### config.mk
export PLATFORM = sky130hd
export DESIGN_NAME = afm_field_matcher
export DESIGN_NICKNAME = d
export VERILOG_FILES = /design/src/rtl/afm_pkg.sv /design/src/rtl/afm_port_cond.sv /design/src/rtl/afm_field_matcher.sv
export SDC_FILE = /design/constraint.sdc
export NUM_CORES = 1
export LEC_CHECK = 0
export BUFFER_PORTS_ARGS = -buffer_cell sky130_fd_sc_hd__buf_2
export CAP_MARGIN = 20
export CORE_UTILIZATION = 30
export CTS_CLUSTER_SIZE = 20
export DETAILED_ROUTE_END_ITERATION = 6
export PLACE_DENSITY = 0.5
export SKIP_LAST_GASP = 1
export SYNTH_ARGS = -nofsm -noshare
export SYNTH_HDL_FRONTEND = slang
export SYNTH_SLANG_ARGS = --single-unit
### constraint.sdc
create_clock -name clock -period 2.75 [get_ports clock]
set_input_delay 0.275 -clock clock [delete_from_list [all_inputs] [get_ports clock]]
set_output_delay 0.275 -clock clock [all_outputs]
set_load 0.01 [all_outputs]
### src/rtl/afm_pkg.sv
package afm_pkg;

  // ********************************************************
  // register map
  // ********************************************************
  localparam int          ADDR_W          = 6;
  localparam logic [5:0]  OFF_ARP_CFG     = 6'h00;
  localparam logic [5:0]  OFF_ICMP_CFG    = 6'h04;
  localparam logic [5:0]  OFF_SRC_MODE    = 6'h08;
  localparam logic [5:0]  OFF_SRC_RANGE   = 6'h0C;
  localparam logic [5:0]  OFF_DST_MODE    = 6'h10;
  localparam logic [5:0]  OFF_DST_RANGE   = 6'h14;
  localparam logic [5:0]  OFF_TCP_FLAGS   = 6'h18;
  localparam logic [5:0]  OFF_CTRL        = 6'h1C;
  localparam logic [5:0]  OFF_STATUS      = 6'h20;

  // ********************************************************
  // field positions
  // ********************************************************
  localparam int ARP_PRO_LSB   = 0;
  localparam int ARP_HRD_LSB   = 2;
  localparam int ICMP_TYPE_EN  = 0;
  localparam int ICMP_CODE_EN  = 1;
  localparam int ICMP_TYPE_LSB = 8;
  localparam int ICMP_CODE_LSB = 16;
  localparam int MODE_LSB      = 0;
  localparam int PORT_LO_LSB   = 0;
  localparam int PORT_HI_LSB   = 16;
  localparam int FLAG_W        = 2;
  localparam int CTRL_EN_BIT   = 0;
  localparam int STAT_HIT_BIT  = 0;
  localparam int STAT_SEEN_BIT = 1;
  localparam int STAT_CNT_LSB  = 16;
  localparam int FLAG_FIN      = 0;
  localparam int FLAG_SYN      = 1;
  localparam int FLAG_PSH      = 2;
  localparam int FLAG_ACK      = 3;
  localparam int FLAG_URG      = 4;
  localparam int NUM_FLAGS     = 5;

  // ********************************************************
  // reset values and constants
  // ********************************************************
  localparam logic [31:0] RST_ARP_CFG   = 32'h0000_000A;
  localparam logic [31:0] RST_ICMP_CFG  = 32'h0000_0000;
  localparam logic [31:0] RST_MODE      = 32'h0000_0000;
  localparam logic [31:0] RST_RANGE     = 32'hFFFF_0000;
  localparam logic [31:0] RST_TCP_FLAGS = 32'h0000_02AA;
  localparam logic [31:0] RST_CTRL      = 32'h0000_0001;
  localparam logic [15:0] PRO_IP        = 16'h0800;
  localparam logic [15:0] HRD_ETHERNET  = 16'h0001;
  localparam logic [1:0]  RESP_OKAY     = 2'h0;
  localparam logic [1:0]  RESP_DECERR   = 2'h3;

  // ********************************************************
  // types
  // ********************************************************
  typedef enum logic [1:0] {
    TRI_ZERO = 2'h0,
    TRI_ONE  = 2'h1,
    TRI_ANY  = 2'h2
  } afm_tri_e;

  typedef enum logic [1:0] {
    PM_ANY   = 2'h0,
    PM_EXACT = 2'h1,
    PM_RANGE = 2'h2
  } afm_pmode_e;

  typedef struct packed {
    logic        isArp;
    logic        isIcmp;
    logic        isTcp;
    logic        isUdp;
    logic [15:0] proType;
    logic [15:0] hrdType;
    logic [7:0]  icmpType;
    logic [7:0]  icmpCode;
    logic [15:0] srcPort;
    logic [15:0] dstPort;
    logic [4:0]  tcpFlags;
  } afm_hdr_s;

  typedef struct packed {
    logic [15:0] hi;
    logic [15:0] lo;
  } afm_range_s;

endpackage

### src/rtl/afm_port_cond.sv
`timescale 1ns/1ps
`default_nettype none

// ********************************************************
// one port condition: don't-care, exact or inclusive range
// ********************************************************
module afm_port_cond #(
  parameter int PORT_W = 16
) (
  input  wire logic [1:0]        mode,
  input  wire logic [PORT_W-1:0] lo,
  input  wire logic [PORT_W-1:0] hi,
  input  wire logic [PORT_W-1:0] port,
  output logic                   care,
  output logic                   ok
);

  always_comb begin
    care = 1'b0;
    ok   = 1'b1;
    case (mode)
      afm_pkg::PM_EXACT: begin
        care = 1'b1;
        ok   = (port == lo);
      end
      // an inverted range (lo above hi) matches nothing
      afm_pkg::PM_RANGE: begin
        care = 1'b1;
        ok   = (port >= lo) && (port <= hi);
      end
      default: begin
        care = 1'b0;
        ok   = 1'b1;
      end
    endcase
  end

endmodule

`default_nettype wire

### src/rtl/afm_field_matcher.sv
`timescale 1ns/1ps
`default_nettype none

// Operation
// [RULE1] arp protocol space: 0 rejects type 0x800, 1 requires it, any ignores
// [RULE2] icmp type is don't-care or an exact 8-bit value
// [RULE3] icmp code is don't-care or an exact 8-bit value
// [RULE4] source port is don't-care, exact 16-bit, or range
// [RULE5] source port range accepts only ports between both bounds inclusive
// [RULE6] destination port is don't-care, exact 16-bit, or range
// [RULE7] destination port range accepts only ports between both bounds inclusive
// [RULE8] fin setting 0 excludes fin set, 1 requires it, any ignores
// [RULE9] syn setting 0 excludes syn set, 1 requires it, any ignores
// [RULE10] psh setting 0 excludes psh set, 1 requires it, any ignores
// [RULE11] ack setting 0 excludes ack set, 1 requires it, any ignores
// [RULE12] urg setting 0 excludes urg set, 1 requires it, any ignores
// [RULE13] arp hardware space: 0 rejects ethernet, 1 requires it, any ignores
// [RULE14] hit only when all conditions hold; absent protocol never satisfies a condition
// [RULE15] parser presents decoded fields with a valid strobe before result is used
module afm_field_matcher #(
  parameter int CNT_W = 16
) (
  input  wire logic                    clock,
  input  wire logic                    rst_n,
  input  wire logic                    awvalid,
  output logic                         awready,
  input  wire logic [afm_pkg::ADDR_W-1:0] awaddr,
  input  wire logic                    wvalid,
  output logic                         wready,
  input  wire logic [31:0]             wdata,
  input  wire logic [3:0]              wstrb,
  output logic                         bvalid,
  input  wire logic                    bready,
  output logic [1:0]                   bresp,
  input  wire logic                    arvalid,
  output logic                         arready,
  input  wire logic [afm_pkg::ADDR_W-1:0] araddr,
  output logic                         rvalid,
  input  wire logic                    rready,
  output logic [31:0]                  rdata,
  output logic [1:0]                   rresp,
  input  wire logic                    hdrValid,
  input  wire afm_pkg::afm_hdr_s       hdr,
  output logic                         matchValid,
  output logic                         matchHit
);

  // ********************************************************
  // helpers
  // ********************************************************
  function automatic logic triOk(input logic [1:0] sel, input logic cond);
    case (sel)
      afm_pkg::TRI_ZERO: triOk = !cond;
      afm_pkg::TRI_ONE:  triOk = cond;
      default:           triOk = 1'b1;
    endcase
  endfunction

  function automatic logic triCare(input logic [1:0] sel);
    triCare = (sel == afm_pkg::TRI_ZERO) || (sel == afm_pkg::TRI_ONE);
  endfunction

  function automatic logic [31:0] strbMerge(input logic [31:0] old, input logic [31:0] data,
                                            input logic [3:0] strb);
    logic [31:0] res;
    res = old;
    for (int i = 0; i < 4; i++) begin
      if (strb[i]) begin
        res[8*i +: 8] = data[8*i +: 8];
      end
    end
    strbMerge = res;
  endfunction

  // ********************************************************
  // register bus slave
  // ********************************************************
  logic [31:0]               arpCfgQ, arpCfgD, icmpCfgQ, icmpCfgD;
  logic [31:0]               srcModeQ, srcModeD, srcRangeQ, srcRangeD;
  logic [31:0]               dstModeQ, dstModeD, dstRangeQ, dstRangeD;
  logic [31:0]               flagCfgQ, flagCfgD, ctrlQ, ctrlD;
  logic                      awHeldQ, awHeldD, wHeldQ, wHeldD;
  logic [afm_pkg::ADDR_W-1:0] awAddrQ, awAddrD;
  logic [31:0]               wDataQ, wDataD;
  logic [3:0]                wStrbQ, wStrbD;
  logic                      bvalidQ, bvalidD, rvalidQ, rvalidD;
  logic [1:0]                brespQ, brespD, rrespQ, rrespD;
  logic [31:0]               rdataQ, rdataD;
  logic                      hitQ, hitD, seenQ, seenD, mValidQ, mValidD;
  logic [CNT_W-1:0]          cntQ, cntD;
  logic                      awFire, wFire, doWrite;
  logic [afm_pkg::ADDR_W-1:0] wrAddr;
  logic [31:0]               wrData, statusWord;
  logic [3:0]                wrStrb;

  assign awready = !awHeldQ && !bvalidQ;
  assign wready  = !wHeldQ && !bvalidQ;
  assign arready = !rvalidQ;
  assign awFire  = awvalid && awready;
  assign wFire   = wvalid && wready;
  assign wrAddr  = awHeldQ ? awAddrQ : awaddr;
  assign wrData  = wHeldQ ? wDataQ : wdata;
  assign wrStrb  = wHeldQ ? wStrbQ : wstrb;
  // address and data may arrive in either order; write once both are here
  assign doWrite = (awHeldQ || awFire) && (wHeldQ || wFire) && !bvalidQ;

  always_comb begin
    statusWord = '0;
    statusWord[afm_pkg::STAT_HIT_BIT]              = hitQ;
    statusWord[afm_pkg::STAT_SEEN_BIT]             = seenQ;
    statusWord[afm_pkg::STAT_CNT_LSB +: CNT_W]     = cntQ;
  end

  always_comb begin
    arpCfgD   = arpCfgQ;
    icmpCfgD  = icmpCfgQ;
    srcModeD  = srcModeQ;
    srcRangeD = srcRangeQ;
    dstModeD  = dstModeQ;
    dstRangeD = dstRangeQ;
    flagCfgD  = flagCfgQ;
    ctrlD     = ctrlQ;
    awHeldD   = awHeldQ;
    awAddrD   = awAddrQ;
    wHeldD    = wHeldQ;
    wDataD    = wDataQ;
    wStrbD    = wStrbQ;
    bvalidD   = bvalidQ && !bready;
    brespD    = brespQ;
    if (awFire) begin
      awHeldD = 1'b1;
      awAddrD = awaddr;
    end
    if (wFire) begin
      wHeldD = 1'b1;
      wDataD = wdata;
      wStrbD = wstrb;
    end
    if (doWrite) begin
      awHeldD = 1'b0;
      wHeldD  = 1'b0;
      bvalidD = 1'b1;
      brespD  = afm_pkg::RESP_OKAY;
      case ({wrAddr[afm_pkg::ADDR_W-1:2], 2'b00})
        afm_pkg::OFF_ARP_CFG:   arpCfgD   = strbMerge(arpCfgQ, wrData, wrStrb);
        afm_pkg::OFF_ICMP_CFG:  icmpCfgD  = strbMerge(icmpCfgQ, wrData, wrStrb);
        afm_pkg::OFF_SRC_MODE:  srcModeD  = strbMerge(srcModeQ, wrData, wrStrb);
        afm_pkg::OFF_SRC_RANGE: srcRangeD = strbMerge(srcRangeQ, wrData, wrStrb);
        afm_pkg::OFF_DST_MODE:  dstModeD  = strbMerge(dstModeQ, wrData, wrStrb);
        afm_pkg::OFF_DST_RANGE: dstRangeD = strbMerge(dstRangeQ, wrData, wrStrb);
        afm_pkg::OFF_TCP_FLAGS: flagCfgD  = strbMerge(flagCfgQ, wrData, wrStrb);
        afm_pkg::OFF_CTRL:      ctrlD     = strbMerge(ctrlQ, wrData, wrStrb);
        afm_pkg::OFF_STATUS:    brespD    = afm_pkg::RESP_OKAY;
        default:                brespD    = afm_pkg::RESP_DECERR;
      endcase
    end
  end

  always_comb begin
    rvalidD = rvalidQ && !rready;
    rdataD  = rdataQ;
    rrespD  = rrespQ;
    if (arvalid && arready) begin
      rvalidD = 1'b1;
      rrespD  = afm_pkg::RESP_OKAY;
      case ({araddr[afm_pkg::ADDR_W-1:2], 2'b00})
        afm_pkg::OFF_ARP_CFG:   rdataD = arpCfgQ;
        afm_pkg::OFF_ICMP_CFG:  rdataD = icmpCfgQ;
        afm_pkg::OFF_SRC_MODE:  rdataD = srcModeQ;
        afm_pkg::OFF_SRC_RANGE: rdataD = srcRangeQ;
        afm_pkg::OFF_DST_MODE:  rdataD = dstModeQ;
        afm_pkg::OFF_DST_RANGE: rdataD = dstRangeQ;
        afm_pkg::OFF_TCP_FLAGS: rdataD = flagCfgQ;
        afm_pkg::OFF_CTRL:      rdataD = ctrlQ;
        afm_pkg::OFF_STATUS:    rdataD = statusWord;
        default: begin
          rdataD = '0;
          rrespD = afm_pkg::RESP_DECERR;
        end
      endcase
    end
  end

  always_ff @(posedge clock or negedge rst_n) begin
    if (!rst_n) begin
      arpCfgQ   <= afm_pkg::RST_ARP_CFG;
      icmpCfgQ  <= afm_pkg::RST_ICMP_CFG;
      srcModeQ  <= afm_pkg::RST_MODE;
      srcRangeQ <= afm_pkg::RST_RANGE;
      dstModeQ  <= afm_pkg::RST_MODE;
      dstRangeQ <= afm_pkg::RST_RANGE;
      flagCfgQ  <= afm_pkg::RST_TCP_FLAGS;
      ctrlQ     <= afm_pkg::RST_CTRL;
      awHeldQ   <= 1'b0;
      awAddrQ   <= '0;
      wHeldQ    <= 1'b0;
      wDataQ    <= '0;
      wStrbQ    <= '0;
      bvalidQ   <= 1'b0;
      brespQ    <= afm_pkg::RESP_OKAY;
      rvalidQ   <= 1'b0;
      rdataQ    <= '0;
      rrespQ    <= afm_pkg::RESP_OKAY;
    end else begin
      arpCfgQ   <= arpCfgD;
      icmpCfgQ  <= icmpCfgD;
      srcModeQ  <= srcModeD;
      srcRangeQ <= srcRangeD;
      dstModeQ  <= dstModeD;
      dstRangeQ <= dstRangeD;
      flagCfgQ  <= flagCfgD;
      ctrlQ     <= ctrlD;
      awHeldQ   <= awHeldD;
      awAddrQ   <= awAddrD;
      wHeldQ    <= wHeldD;
      wDataQ    <= wDataD;
      wStrbQ    <= wStrbD;
      bvalidQ   <= bvalidD;
      brespQ    <= brespD;
      rvalidQ   <= rvalidD;
      rdataQ    <= rdataD;
      rrespQ    <= rrespD;
    end
  end

  assign bvalid = bvalidQ;
  assign bresp  = brespQ;
  assign rvalid = rvalidQ;
  assign rdata  = rdataQ;
  assign rresp  = rrespQ;

  // ********************************************************
  // field matching
  // ********************************************************
  logic [1:0]        proSel, hrdSel;
  logic              typeEn, codeEn, srcCare, srcOk, dstCare, dstOk;
  logic              arpOk, icmpOk, portOk, flagOk, flagCare;
  afm_pkg::afm_range_s srcRange, dstRange;

  assign proSel   = arpCfgQ[afm_pkg::ARP_PRO_LSB +: 2];
  assign hrdSel   = arpCfgQ[afm_pkg::ARP_HRD_LSB +: 2];
  assign typeEn   = icmpCfgQ[afm_pkg::ICMP_TYPE_EN];
  assign codeEn   = icmpCfgQ[afm_pkg::ICMP_CODE_EN];
  assign srcRange = srcRangeQ;
  assign dstRange = dstRangeQ;

  afm_port_cond #(.PORT_W(16)) srcCond (
    .mode (srcModeQ[afm_pkg::MODE_LSB +: 2]),
    .lo   (srcRange.lo),
    .hi   (srcRange.hi),
    .port (hdr.srcPort),
    .care (srcCare),
    .ok   (srcOk)
  );  // [RULE4] [RULE5]

  afm_port_cond #(.PORT_W(16)) dstCond (
    .mode (dstModeQ[afm_pkg::MODE_LSB +: 2]),
    .lo   (dstRange.lo),
    .hi   (dstRange.hi),
    .port (hdr.dstPort),
    .care (dstCare),
    .ok   (dstOk)
  );  // [RULE6] [RULE7]

  always_comb begin
    // an active condition on a protocol the frame lacks fails the entry
    arpOk = !(triCare(proSel) || triCare(hrdSel)) ||
            (hdr.isArp && triOk(proSel, hdr.proType == afm_pkg::PRO_IP) &&
             triOk(hrdSel, hdr.hrdType == afm_pkg::HRD_ETHERNET));  // [RULE1] [RULE13] [RULE14]
    icmpOk = !(typeEn || codeEn) ||
             (hdr.isIcmp && (!typeEn || hdr.icmpType == icmpCfgQ[afm_pkg::ICMP_TYPE_LSB +: 8]) &&
              (!codeEn || hdr.icmpCode == icmpCfgQ[afm_pkg::ICMP_CODE_LSB +: 8]));  // [RULE2] [RULE3]
    portOk = !(srcCare || dstCare) || ((hdr.isTcp || hdr.isUdp) && srcOk && dstOk);  // [RULE14]
    flagCare = 1'b0;
    flagOk   = 1'b1;
    for (int i = 0; i < afm_pkg::NUM_FLAGS; i++) begin
      flagCare = flagCare || triCare(flagCfgQ[afm_pkg::FLAG_W*i +: 2]);
      flagOk   = flagOk && triOk(flagCfgQ[afm_pkg::FLAG_W*i +: 2], hdr.tcpFlags[i]);  // [RULE8] [RULE9] [RULE10] [RULE11] [RULE12]
    end
    flagOk = !flagCare || (hdr.isTcp && flagOk);
  end

  always_comb begin
    mValidD = hdrValid;  // [RULE15]
    hitD    = hitQ;
    seenD   = seenQ || hdrValid;
    cntD    = cntQ;
    if (hdrValid) begin
      hitD = ctrlQ[afm_pkg::CTRL_EN_BIT] && arpOk && icmpOk && portOk && flagOk;  // [RULE14]
      if (hitD && cntQ != {CNT_W{1'b1}}) begin
        cntD = cntQ + 1'b1;
      end
    end
  end

  always_ff @(posedge clock or negedge rst_n) begin
    if (!rst_n) begin
      hitQ    <= 1'b0;
      seenQ   <= 1'b0;
      mValidQ <= 1'b0;
      cntQ    <= '0;
    end else begin
      hitQ    <= hitD;
      seenQ   <= seenD;
      mValidQ <= mValidD;
      cntQ    <= cntD;
    end
  end

  // hit stays at the last verdict; only matchValid marks a fresh one
  assign matchValid = mValidQ;
  assign matchHit   = hitQ;
endmodule

`default_nettype wire

# Word level (Yosys, flattened, before mapping)
# Index checks and enable logic that the tools add are counted.
[word_totals]
ff_bits = 357
in_bits = 145
[op_classes]
add_sub_neg = 1
magnitude_cmp = 4
eq_ne = 34
n_mux = 23
reduce_logical = 118
[op_table]
columns = ["cell", "n"]
rows = [
  ["one-hot mux 32 bit (9 select lines)", 1],
  ["AND reduction 3 bit", 32],
  ["== test 16 bit", 2],
  ["== test 4 x 3 -> 1 bit, second input constant", 8],
  [">= comparator 16 bit", 2],
  ["less-or-equal comparator 16 bit", 2],
  ["two-way mux 32 bit", 1],
  ["logical AND 1 bit", 27],
  ["logical OR 1 bit", 24],
  ["zero test 1 bit", 19],
  ["== test 2 x 1 -> 1 bit, second input constant", 9],
  ["one-hot mux 1 bit (2 select lines)", 9],
  ["OR reduction 9 bit", 2],
  ["adder 16 x 1 -> 16 bit, second input constant", 1],
  ["== test 16 x 1 -> 1 bit, second input constant", 1],
  ["== test 16 x 12 -> 1 bit, second input constant", 1],
  ["== test 4 x 2 -> 1 bit, second input constant", 4],
  ["== test 8 bit", 2],
  ["inequality test 16 bit, second input constant", 1],
  ["zero test 2 bit", 7],
  ["== test 4 x 1 -> 1 bit, second input constant", 2],
  ["== test 4 bit, second input constant", 2],
  ["zero test 4 bit", 2],
  ["two-way mux 1 bit", 8],
  ["7 further kinds", 11],
]

# Logic depth before layout (Yosys ltp)
# Gate-level depths: netlist (run 1).
[logic_depth]
word_depth = 12
depth_mapped = 11
mapped_depth_nobuf = 10

# Hierarchy
# From an unflattened synthesis (run 1), not the netlist that was laid out.
[unflattened]
cells_unflattened = 1680
area_unflattened_um2 = 16862.4
[by_module_without_submodules]
columns = ["mod", "instances", "cells_each", "area_per_inst_um2", "seq_area_each_um2"]
rows = [
  ["afm_field_matcher", 1, 1442, 15108.2, 8883.5],
  ["afm_port_cond", 2, 119, 877.1, 0.0],
]

# Worst setup path after synthesis (run 1)
# Ideal clock, no wire load.
[synth_path]
path_type = "reg2reg"
startpoint = "register srcRangeQ[17] (netlist: srcRange[17])"
endpoint = "register cntQ[15]"
arrival_time_ps = 2466
slack_ps = 156
stages_incl_launch_ff = 11
period_less_slack_ps = 2594
cell_sequence = "dfstp_2 inv_1 ha_1 nor2b_1 o211ai_1 a2111oi_0 or4b_1 nand3_1 nand4_4 nor4_2 mux2_1"
[synth_between]
elab_chain_len = 10
[synth_lines]
columns = ["item", "line", "rtl"]
rows = [
  ["start: declaration", "afm_field_matcher.sv:79", "logic [31:0] srcModeQ, srcModeD, srcRangeQ, srcRangeD;"],
  ["start signal: assignment", "afm_field_matcher.sv:189", "srcRangeQ <= afm_pkg::RST_RANGE;"],
  ["start signal: assignment", "afm_field_matcher.sv:208", "srcRangeQ <= srcRangeD;"],
  ["less-or-equal comparator 16 bit", "afm_port_cond.sv:29", "ok = (port >= lo) && (port <= hi);"],
  ["logical AND 1 bit", "afm_port_cond.sv:29", ""],
  ["one-hot mux 1 bit (2 select lines)", "afm_port_cond.sv:21", "case (mode)"],
  ["logical AND 1 bit (2 in a row)", "afm_field_matcher.sv:273", "portOk = !(srcCare || dstCare) || ((hdr.isTcp || hdr.isUdp) && srcOk && dstOk);"],
  ["logical OR 1 bit", "afm_field_matcher.sv:273", ""],
  ["logical AND 1 bit (2 in a row)", "afm_field_matcher.sv:289", "hitD = ctrlQ[afm_pkg::CTRL_EN_BIT] && arpOk && icmpOk && portOk && flagOk;"],
  ["logical AND 1 bit", "afm_field_matcher.sv:290", "if (hitD && cntQ != {CNT_W{1'b1}}) begin"],
  ["AND reduction 2 bit (no source line)", "--", ""],
  ["end signal: assignment", "afm_field_matcher.sv:306", "cntQ <= cntD;"],
  ["end: declaration", "afm_field_matcher.sv:90", "logic [CNT_W-1:0] cntQ, cntD;"],
]
# Every way passes these cells.
# A chain may end at the register's enable or synchronous reset.

# Worst setup path in the final report (run 1)
[layout_path]
startpoint = "register dstRangeQ[10] (netlist: dstRange[10])"
endpoint = "register cntQ[14]"
[layout_between]
elab_chain_len = 9
[layout_lines]
columns = ["item", "line", "rtl"]
rows = [
  ["start: declaration", "afm_field_matcher.sv:80", "logic [31:0] dstModeQ, dstModeD, dstRangeQ, dstRangeD;"],
  ["start signal: assignment", "afm_field_matcher.sv:191", "dstRangeQ <= afm_pkg::RST_RANGE;"],
  ["start signal: assignment", "afm_field_matcher.sv:210", "dstRangeQ <= dstRangeD;"],
  [">= comparator 16 bit", "afm_port_cond.sv:29", ""],
  ["logical AND 1 bit", "afm_port_cond.sv:29", ""],
  ["one-hot mux 1 bit (2 select lines) (*)", "afm_port_cond.sv:21", ""],
  ["logical AND 1 bit (*)", "afm_field_matcher.sv:273", ""],
  ["logical OR 1 bit (*)", "afm_field_matcher.sv:273", ""],
  ["logical AND 1 bit (*) (2 in a row)", "afm_field_matcher.sv:289", ""],
  ["logical AND 1 bit (*)", "afm_field_matcher.sv:290", ""],
  ["AND reduction 2 bit (no source line) (*)", "--", ""],
]
# Mark *: on every way between the ends. The rest lies on a longest branch, timed or not.

==> results of run 1 <==
## power by group through the flow
stage	clock network (mW)	logic [mW]	registers, mW
3_5_place_dp	0	6.02	8.43
5_1_grt	5.97	7.06	8.59
2_1_floorplan	0	3.58	8.13
6_report	5.60	6.35	8.34
4_1_cts	5.73	6.19	8.35
3_3_place_gp	0	5.87	8.35
## stage by stage
stage | hold WS [ns] | std cells | worst slack [ns] | setup TNS, ns
floorplan | -0.02059 | 1726 | 0.1563 | 0
global placement | 0.2865 | 2731 | -0.05036 | -0.1131
detailed placement | 0.2937 | 2731 | -0.2029 | -0.8716
CTS | 0.05846 | 2855 | -0.07908 | -0.1866
global route | 0.1010 | 2866 | -0.1192 | -0.6886
finish | 0.09190 | 2868 | 0.04328 | 0
## area by class of cell
type / count / area (um2) / share of cell area, %
Clock buffer: 62 / 1240 / 5.598
Clock inverter: 13 / 146.4 / 0.6609
Inverter: 81 / 304.0 / 1.373
Sequential cell: 353 / 8885 / 40.11
Multi-Input combinational cell: 1213 / 7935 / 35.82
Tap cell: 756 / 945.9 / 4.270
Timing Repair Buffer: 388 / 2689 / 12.14
Antenna cell: 2 / 5.005 / 0.02260
## path summary, 6_finish.rpt
| check | startpoint | to | slack, ns |
|---|---|---|---|
| worst max-delay path | dstRange[10] | cntQ[14] | 0.04 |
| worst max register to register | dstRange[10] | cntQ[14] | 0.04 |
| worst min-delay path | awvalid | wHeldQ | 0.09 |
| min in group asynchronous | rst_n | srcModeQ[22] | 0.27 |
| worst min register to register | seenQ | seenQ | 0.48 |
| max in group asynchronous | rst_n | wHeldQ | 1.51 |
## what timing repair did
action / CTS / global route
endpoints found under the hold margin: 105 / 0
gates cloned: 1 / 0
pin swaps: 6 / 20
endpoints found under the setup margin: 8 / 17
gates resized for setup: 14 / 39
hold buffers: 45 / 0
setup buffers: 3 / 11
## critical path, cell delays in order, from the launching register on
cell	delay (ns)
dfrtp_1	0.34
inv_1	0.05
ha_1	0.31
nand4_1	0.25
nor3_2	0.25
nor4b_4	0.25
nor4_2	0.09
nor3_2	0.13
buf_4	0.16
nand4_4	0.16
buf_6	0.19
buf_4	0.13
o41a_1	0.29
## logic make-up (layout without fill, tap and decap cells)
| group | after synthesis | in the layout | synth area share [%] |
|---|---|---|---|
| AND/OR/NAND/NOR | 519 | 520 | 13.90 |
| other | 0 | 2 | 0 |
| XOR/XNOR | 34 | 34 | 1.744 |
| flip-flops | 353 | 353 | 52.03 |
| AO/OA/AOI/OAI | 485 | 485 | 16.99 |
| adder cells (fa/ha/maj) | 69 | 69 | 5.056 |
| multiplexers | 105 | 105 | 6.522 |
| buffers and inverters | 161 | 544 | 3.759 |
## synthesized netlist by cell type, types with 2 or more instances
master	n	share of area (%)
dfrtp_1	313	46
nand2_1	191	4.2
nor2_1	190	4.2
a21oi_1	174	5.1
o21ai_0	149	4.4
a22oi_1	83	3.6
inv_1	81	1.8
ha_1	69	5.1
mux2i_1	55	3.2
clkbuf_1	53	1.2
nand4_1	48	1.8
mux2_2	47	3.1
dfstp_2	40	6.2
a22o_1	34	1.7
nand3_1	22	0.64
xnor2_1	21	1.1
buf_2	18	0.53
xor2_1	13	0.67
and2_1	7	0.26
nand2b_1	7	0.26
nor2b_1	7	0.26
nor3_1	7	0.21
nor3_2	7	0.41
nor4_1	7	0.26
a222oi_1	6	0.35
and3_1	6	0.22
buf_1	6	0.13
o22ai_1	6	0.22
a21o_1	5	0.22
a211o_1	3	0.15
a31oi_1	3	0.11
mux2_1	3	0.20
nor4_2	3	0.22
nor4b_1	3	0.15
o211ai_1	3	0.13
a2111oi_0	2	0.10
a21boi_0	2	0.088
a221oi_1	2	0.10
buf_4	2	0.088
nand4_2	2	0.15
o31ai_1	2	0.088
o32ai_1	2	0.10
or3_1	2	0.073
## state kept, by name (all words and copies together) (netlist names), 4 cells and up
register / cells
arpCfgQ: 32
awAddrQ: 4
cntQ: 16
ctrlQ: 32
dstModeQ: 32
dstRange: 32
flagCfgQ: 32
icmpCfgQ: 32
rdata: 32
srcModeQ: 32
srcRange: 32
wDataQ: 32
wStrbQ: 4
## per-layer routing
layer | vias to the layer above | GRT usage (%) | wire length [um]
li1 | 6857 | - | -
met1 | 7046 | 28.40 | 26710
met2 | 417 | 31.25 | 26100
met3 | 70 | 3.569 | 3404
met4 | 0 | 5.115 | 1183
met5 | - | 0 | 0
## layout by cell type (no fill, tap or decap), types with 6 or more instances in the layout
cell           instances
and3_1                 6
dfrtp_1              312
xor2_1                13
ha_4                  11
nand3_1               21
a21oi_1              170
o21ai_0              147
ha_1                  58
buf_12                 8
dfstp_2               40
mux2i_1               55
nand2_1              191
a22o_1                34
nand2b_1               7
clkinv_2               8
nor4_1                 6
inv_1                 78
a222oi_1               6
xnor2_1               21
clkbuf_1              12
buf_2                182
buf_4                149
nor2_1               185
dlygate4sd3_1         45
nand4_1               48
nor3_2                10
clkbuf_16             45
and2_1                 7
a22oi_1               83
o22ai_1                6
mux2_2                47
==> metrics, run 1 <==
Fill cells=5580; Final HPWL DP=~42000 um; die height=240.6 um; max cap viols=0; syn nets=slightly below 2000; unrepaired setup endpoints after global routing=true; Total GRT Usage=19.98%; Slew Viols, Final=0; DR vias/cell=5.017; number of global-route vias before repair=14210; PwrDens=916.4 nW/um2; crit path DAT=3.15 ns; final core occ=39.36%; P_int=approximately 13 mW; CP max FO=5; placed inst area=between 15000 and 20000 um2; post-route ant nets=0; Mean Syn Cell Area=9.893 um2; #FFs+latches synth=353; Hold Crit Class=input port to register; Synth cell types=63; layout cell share with drive strength beyond 1=a little over a quarter; drt first-iter violations=1124; mapped cell area=about 17000 um2; num rows=87; Gate power share=about 31%; worst-skew pair later-pin latency=0.56 ns; Final Net Count=2292; Sw Ratio=33.98%; CTS root buf=clkbuf_16; Bufs on Longest Clock Path=3; Least-Margin Pin Slew=1.067 ns; initial core utilization=30.34%; Final Hold Vio Count=0; Detailed Route WL=roughly 57000 um; port buffer count=approximately 180; Clock power frac=27.6%; Syn Inst Count=1726; Critical Path Source Type=register; routed len/inst=20.02 um; die width=around 240 um; clock skew after layout=between 0.01 and 0.015 ns; share of flip-flops with an asynchronous set or reset=100.0%; CP Class=register to register; post-route cell area=22150 um2; DRT Pass-1 Iters=7; Post-synth EDFFs=0; via count=between 10000 and 15000; Psw=6.897 mW; # IOs=188; CTS buffer count=41; die area=approximately 58000 um2; FF-to-FF path depth=12; WHS Path Cells=3; Worst-path clk slew=0.06 ns; P_leak=9.887 nW; sequential share of the synthesized area=52.03%; crit end category=register; largest net degree at the start of global routing=83; Final min period=between 2 and 3 ns; fmax=369.5 MHz; Primary FF master, synth=dfrtp_1; synth warn=0; Req. time, crit path=3.20 ns; final period utilization=98.43%; Area Overhead vs Synth=29.72%; status=completed; core area=56280 um2; CTS tree=yes; htree depth=2; peak supply drop=460.9 uV; Pwr Total=20.30 mW; gpl congestion=0.8799; CTS sink count=roughly 350; Sequential Power Share=41.1%; antenna violations before repair=1; total grt overflow=0; DRC=0; first-pass GRT wire length=86260 um; # setup viols final=0; Slew headroom=28.77%
Note: power is estimated with default switching activity, not from simulation.
==> inputs of run 2 (changes only) <==
--- a/config.mk
+++ b/config.mk
@@ -7,6 +7,7 @@
 export LEC_CHECK = 0
 export BUFFER_PORTS_ARGS = -buffer_cell sky130_fd_sc_hd__buf_2
 export CAP_MARGIN = 20
+export CORE_ASPECT_RATIO = 0.7
 export CORE_UTILIZATION = 30
 export CTS_CLUSTER_SIZE = 20
 export DETAILED_ROUTE_END_ITERATION = 6
==> run 2 against run 1 <==
Final cell count is 1.7% lower. Non-clock buffer count down 31. Critical path depth fell by 1. Flip-flop and latch count did not move. Clock power decreased by 2%. Critical endpoint is now cntQ[11]. Largest cell class unchanged.
==> metrics, run 2 (synthesis gave the netlist of run 1 again) <==
WHS=0.01992 ns (-0.07198 ns); Slew headroom=22.73% (-6.0 points); clock skew after layout=0.01747 ns (+0.004954 ns); Worst setup endpoint=cntQ[11]; CTS buffer count=40 (-2.4%); CTS root buf=clkbuf_16; num rows=72 (-17%); die height=201.6 um (-16%); Area Overhead vs Synth=27.72%; drt first-iter violations=1218 (+8.4%); core area=55760 um2 (-0.91%); initial core utilization=30.62% (+0.28 points); peak supply drop=464.7 uV (+0.82%); total grt overflow=0 (unchanged); CP Class=register to register; DR vias/cell=5.146 (+2.6%); Least-Margin Pin Slew=1.153 ns (+0.08546 ns); commonest non-fill, non-tap cell in the layout=dfrtp_1; die width=287.2 um (+19%); Post-Layout Cell Count=2818 (-1.7%); Final Net Count=2259 (-1.4%); CTS sink count=353 (unchanged); Hold Crit Class=input port to register; worst-skew pair later-pin latency=0.55 ns (about the same); Sw Ratio=34.70% (+0.72 points); PwrDens=918.3 nW/um2 (+0.21%); CTS tree=yes; Cell Count Post-Placement=2698 (-1.2%); status=completed; unrepaired setup endpoints after global routing=true; Slew Viols, Final=0 (unchanged); FF-to-FF path depth=11 (-1); reg2reg start=srcRange[17]; Bufs on Longest Clock Path=3 (unchanged); CP max FO=6 (+1); Final min period=2.733 ns (+0.02616 ns); via count=14500 (+0.77%); post-route ant nets=0 (unchanged); crit path DAT=3.21 ns (+0.06 ns); largest net degree at the start of global routing=83 (unchanged); number of global-route vias before repair=14070 (-1.0%); Detailed Route WL=60470 um (+5.3%); fmax=365.9 MHz (-0.96%); min-delay src=awaddr[5]; FF-to-FF setup slack=0.02 ns (-0.03 ns); layout cell share with drive strength beyond 1=24.80% (-1.5 points); Total GRT Usage=20.73% (+0.75 points); max cap viols=0 (unchanged); Psw=6.950 mW (+0.76%); # IOs=188 (unchanged); commonest non-fill, non-tap cells in the layout=dfrtp_1 (312), nand2_1 (190), nor2_1 (187), buf_2 (182), a21oi_1 (170); Worst-path clk slew=0.07 ns (about the same); first-pass GRT wire length=89580 um (+3.8%); P_leak=9.719 nW (-1.7%); Final Hold Vio Count=0 (unchanged); Sequential Power Share=42.1% (+1.0 points); htree depth=2 (unchanged); Pwr Total=20.03 mW (-1.3%); DRC=0 (unchanged); P_int=13.08 mW (-2.4%); die area=57890 um2 (about the same); port buffer count=183 (unchanged); # setup viols final=0 (unchanged); DRT Pass-1 Iters=6 (-1); final period utilization=99.38% (+0.95 points); Clock power frac=27.5% (about the same); antenna violations before repair=2 (+1); Crit. Startpoint=srcRange[17]; crit end category=register; Critical Path Source Type=register; gpl congestion=0.8702 (-1.1%); routed len/inst=21.46 um (+7.2%); Gate power share=30.4% (-0.9 points); Final HPWL DP=45210 um (+8.5%); Req. time, crit path=3.23 ns (+0.03 ns); R2R Path End=cntQ[11]
==> run 2: cell types whose count changed in the layout (fill, tap and decap cells not counted), moves of 3 or more <==
cell / delta
buf_4: -27
clkbuf_16: -3
clkinv_2: -3
nor3_2: -4
nor3_4: +4
==> run 2: stage by stage <==
stage | setup slack (ns) | utilization (%) | TNS (ns) | cell area [um2]
floorplan | 0.1563 | - | 0 | 17080
global placement | -0.03496 | 35.33 | -0.06114 | 19700
detailed placement | -0.1479 | 35.33 | -1.143 | 19700
CTS | -0.003871 | 38.67 | -0.003871 | 21560
global route | -0.08051 | 39.10 | -0.4463 | 21810
finish | 0.01711 | 39.11 | 0 | 21810
==> run 2: worst min-delay path by stage <==
stage                       endpoint  cells past startpoint
after floorplan           arpCfgQ[0]                      0
after global placement    arpCfgQ[2]                      1
after detailed placement  arpCfgQ[2]                      1
after CTS                 awAddrQ[5]                      2
after global routing      awAddrQ[5]                      2
final                     awAddrQ[5]                      2
==> run 2: timing repair <==
action	4_1_cts	5_1_grt
endpoints found under the setup margin	14	16
hold buffers	43	0
setup buffers	3	0
pin swaps	5	20
hold endpoints to repair	100	0
resized for setup	13	33
==> run 2: cell type report <==
cell class              instances  area (um2)
clock buffers                  62        1186
repair buffers                357        2439
inverters                      81       304.0
diodes                          1       2.502
multi-input cells            1212        7909
fillers                      5485       33960
well taps                     740       925.9
clock inverters                12       157.7
flip-flops and latches        353        8885
==> run 2: worst max-delay path, stage by stage, from the launching register on <==
cell       delay (ns)
dfstp_2          0.54
inv_1            0.06
ha_4             0.21
nor2b_1          0.12
o211ai_1         0.18
a2111oi_1        0.12
or4b_4           0.51
nand3_4          0.08
nand4_4          0.21
buf_6            0.21
nor4_4           0.25
xor2_1           0.16
==> run 2: per-layer routing <==
layer	part of all wire (%)	GRT usage (%)	up-vias
li1	-	-	6799
met1	50	32.05	7146
met2	41	29.39	482
met3	7.3	4.388	70
met4	1.6	3.989	4
met5	0.030	0	-
==> run 2: power by group through the flow <==
stage	Combinational (mW)	Sequential, mW	Clock (mW)
floorplan	3.58	8.13	0
finish	6.08	8.44	5.50
CTS	5.97	8.43	5.63
detailed placement	5.84	8.51	0
global route	6.73	8.69	5.85
global placement	5.68	8.42	0
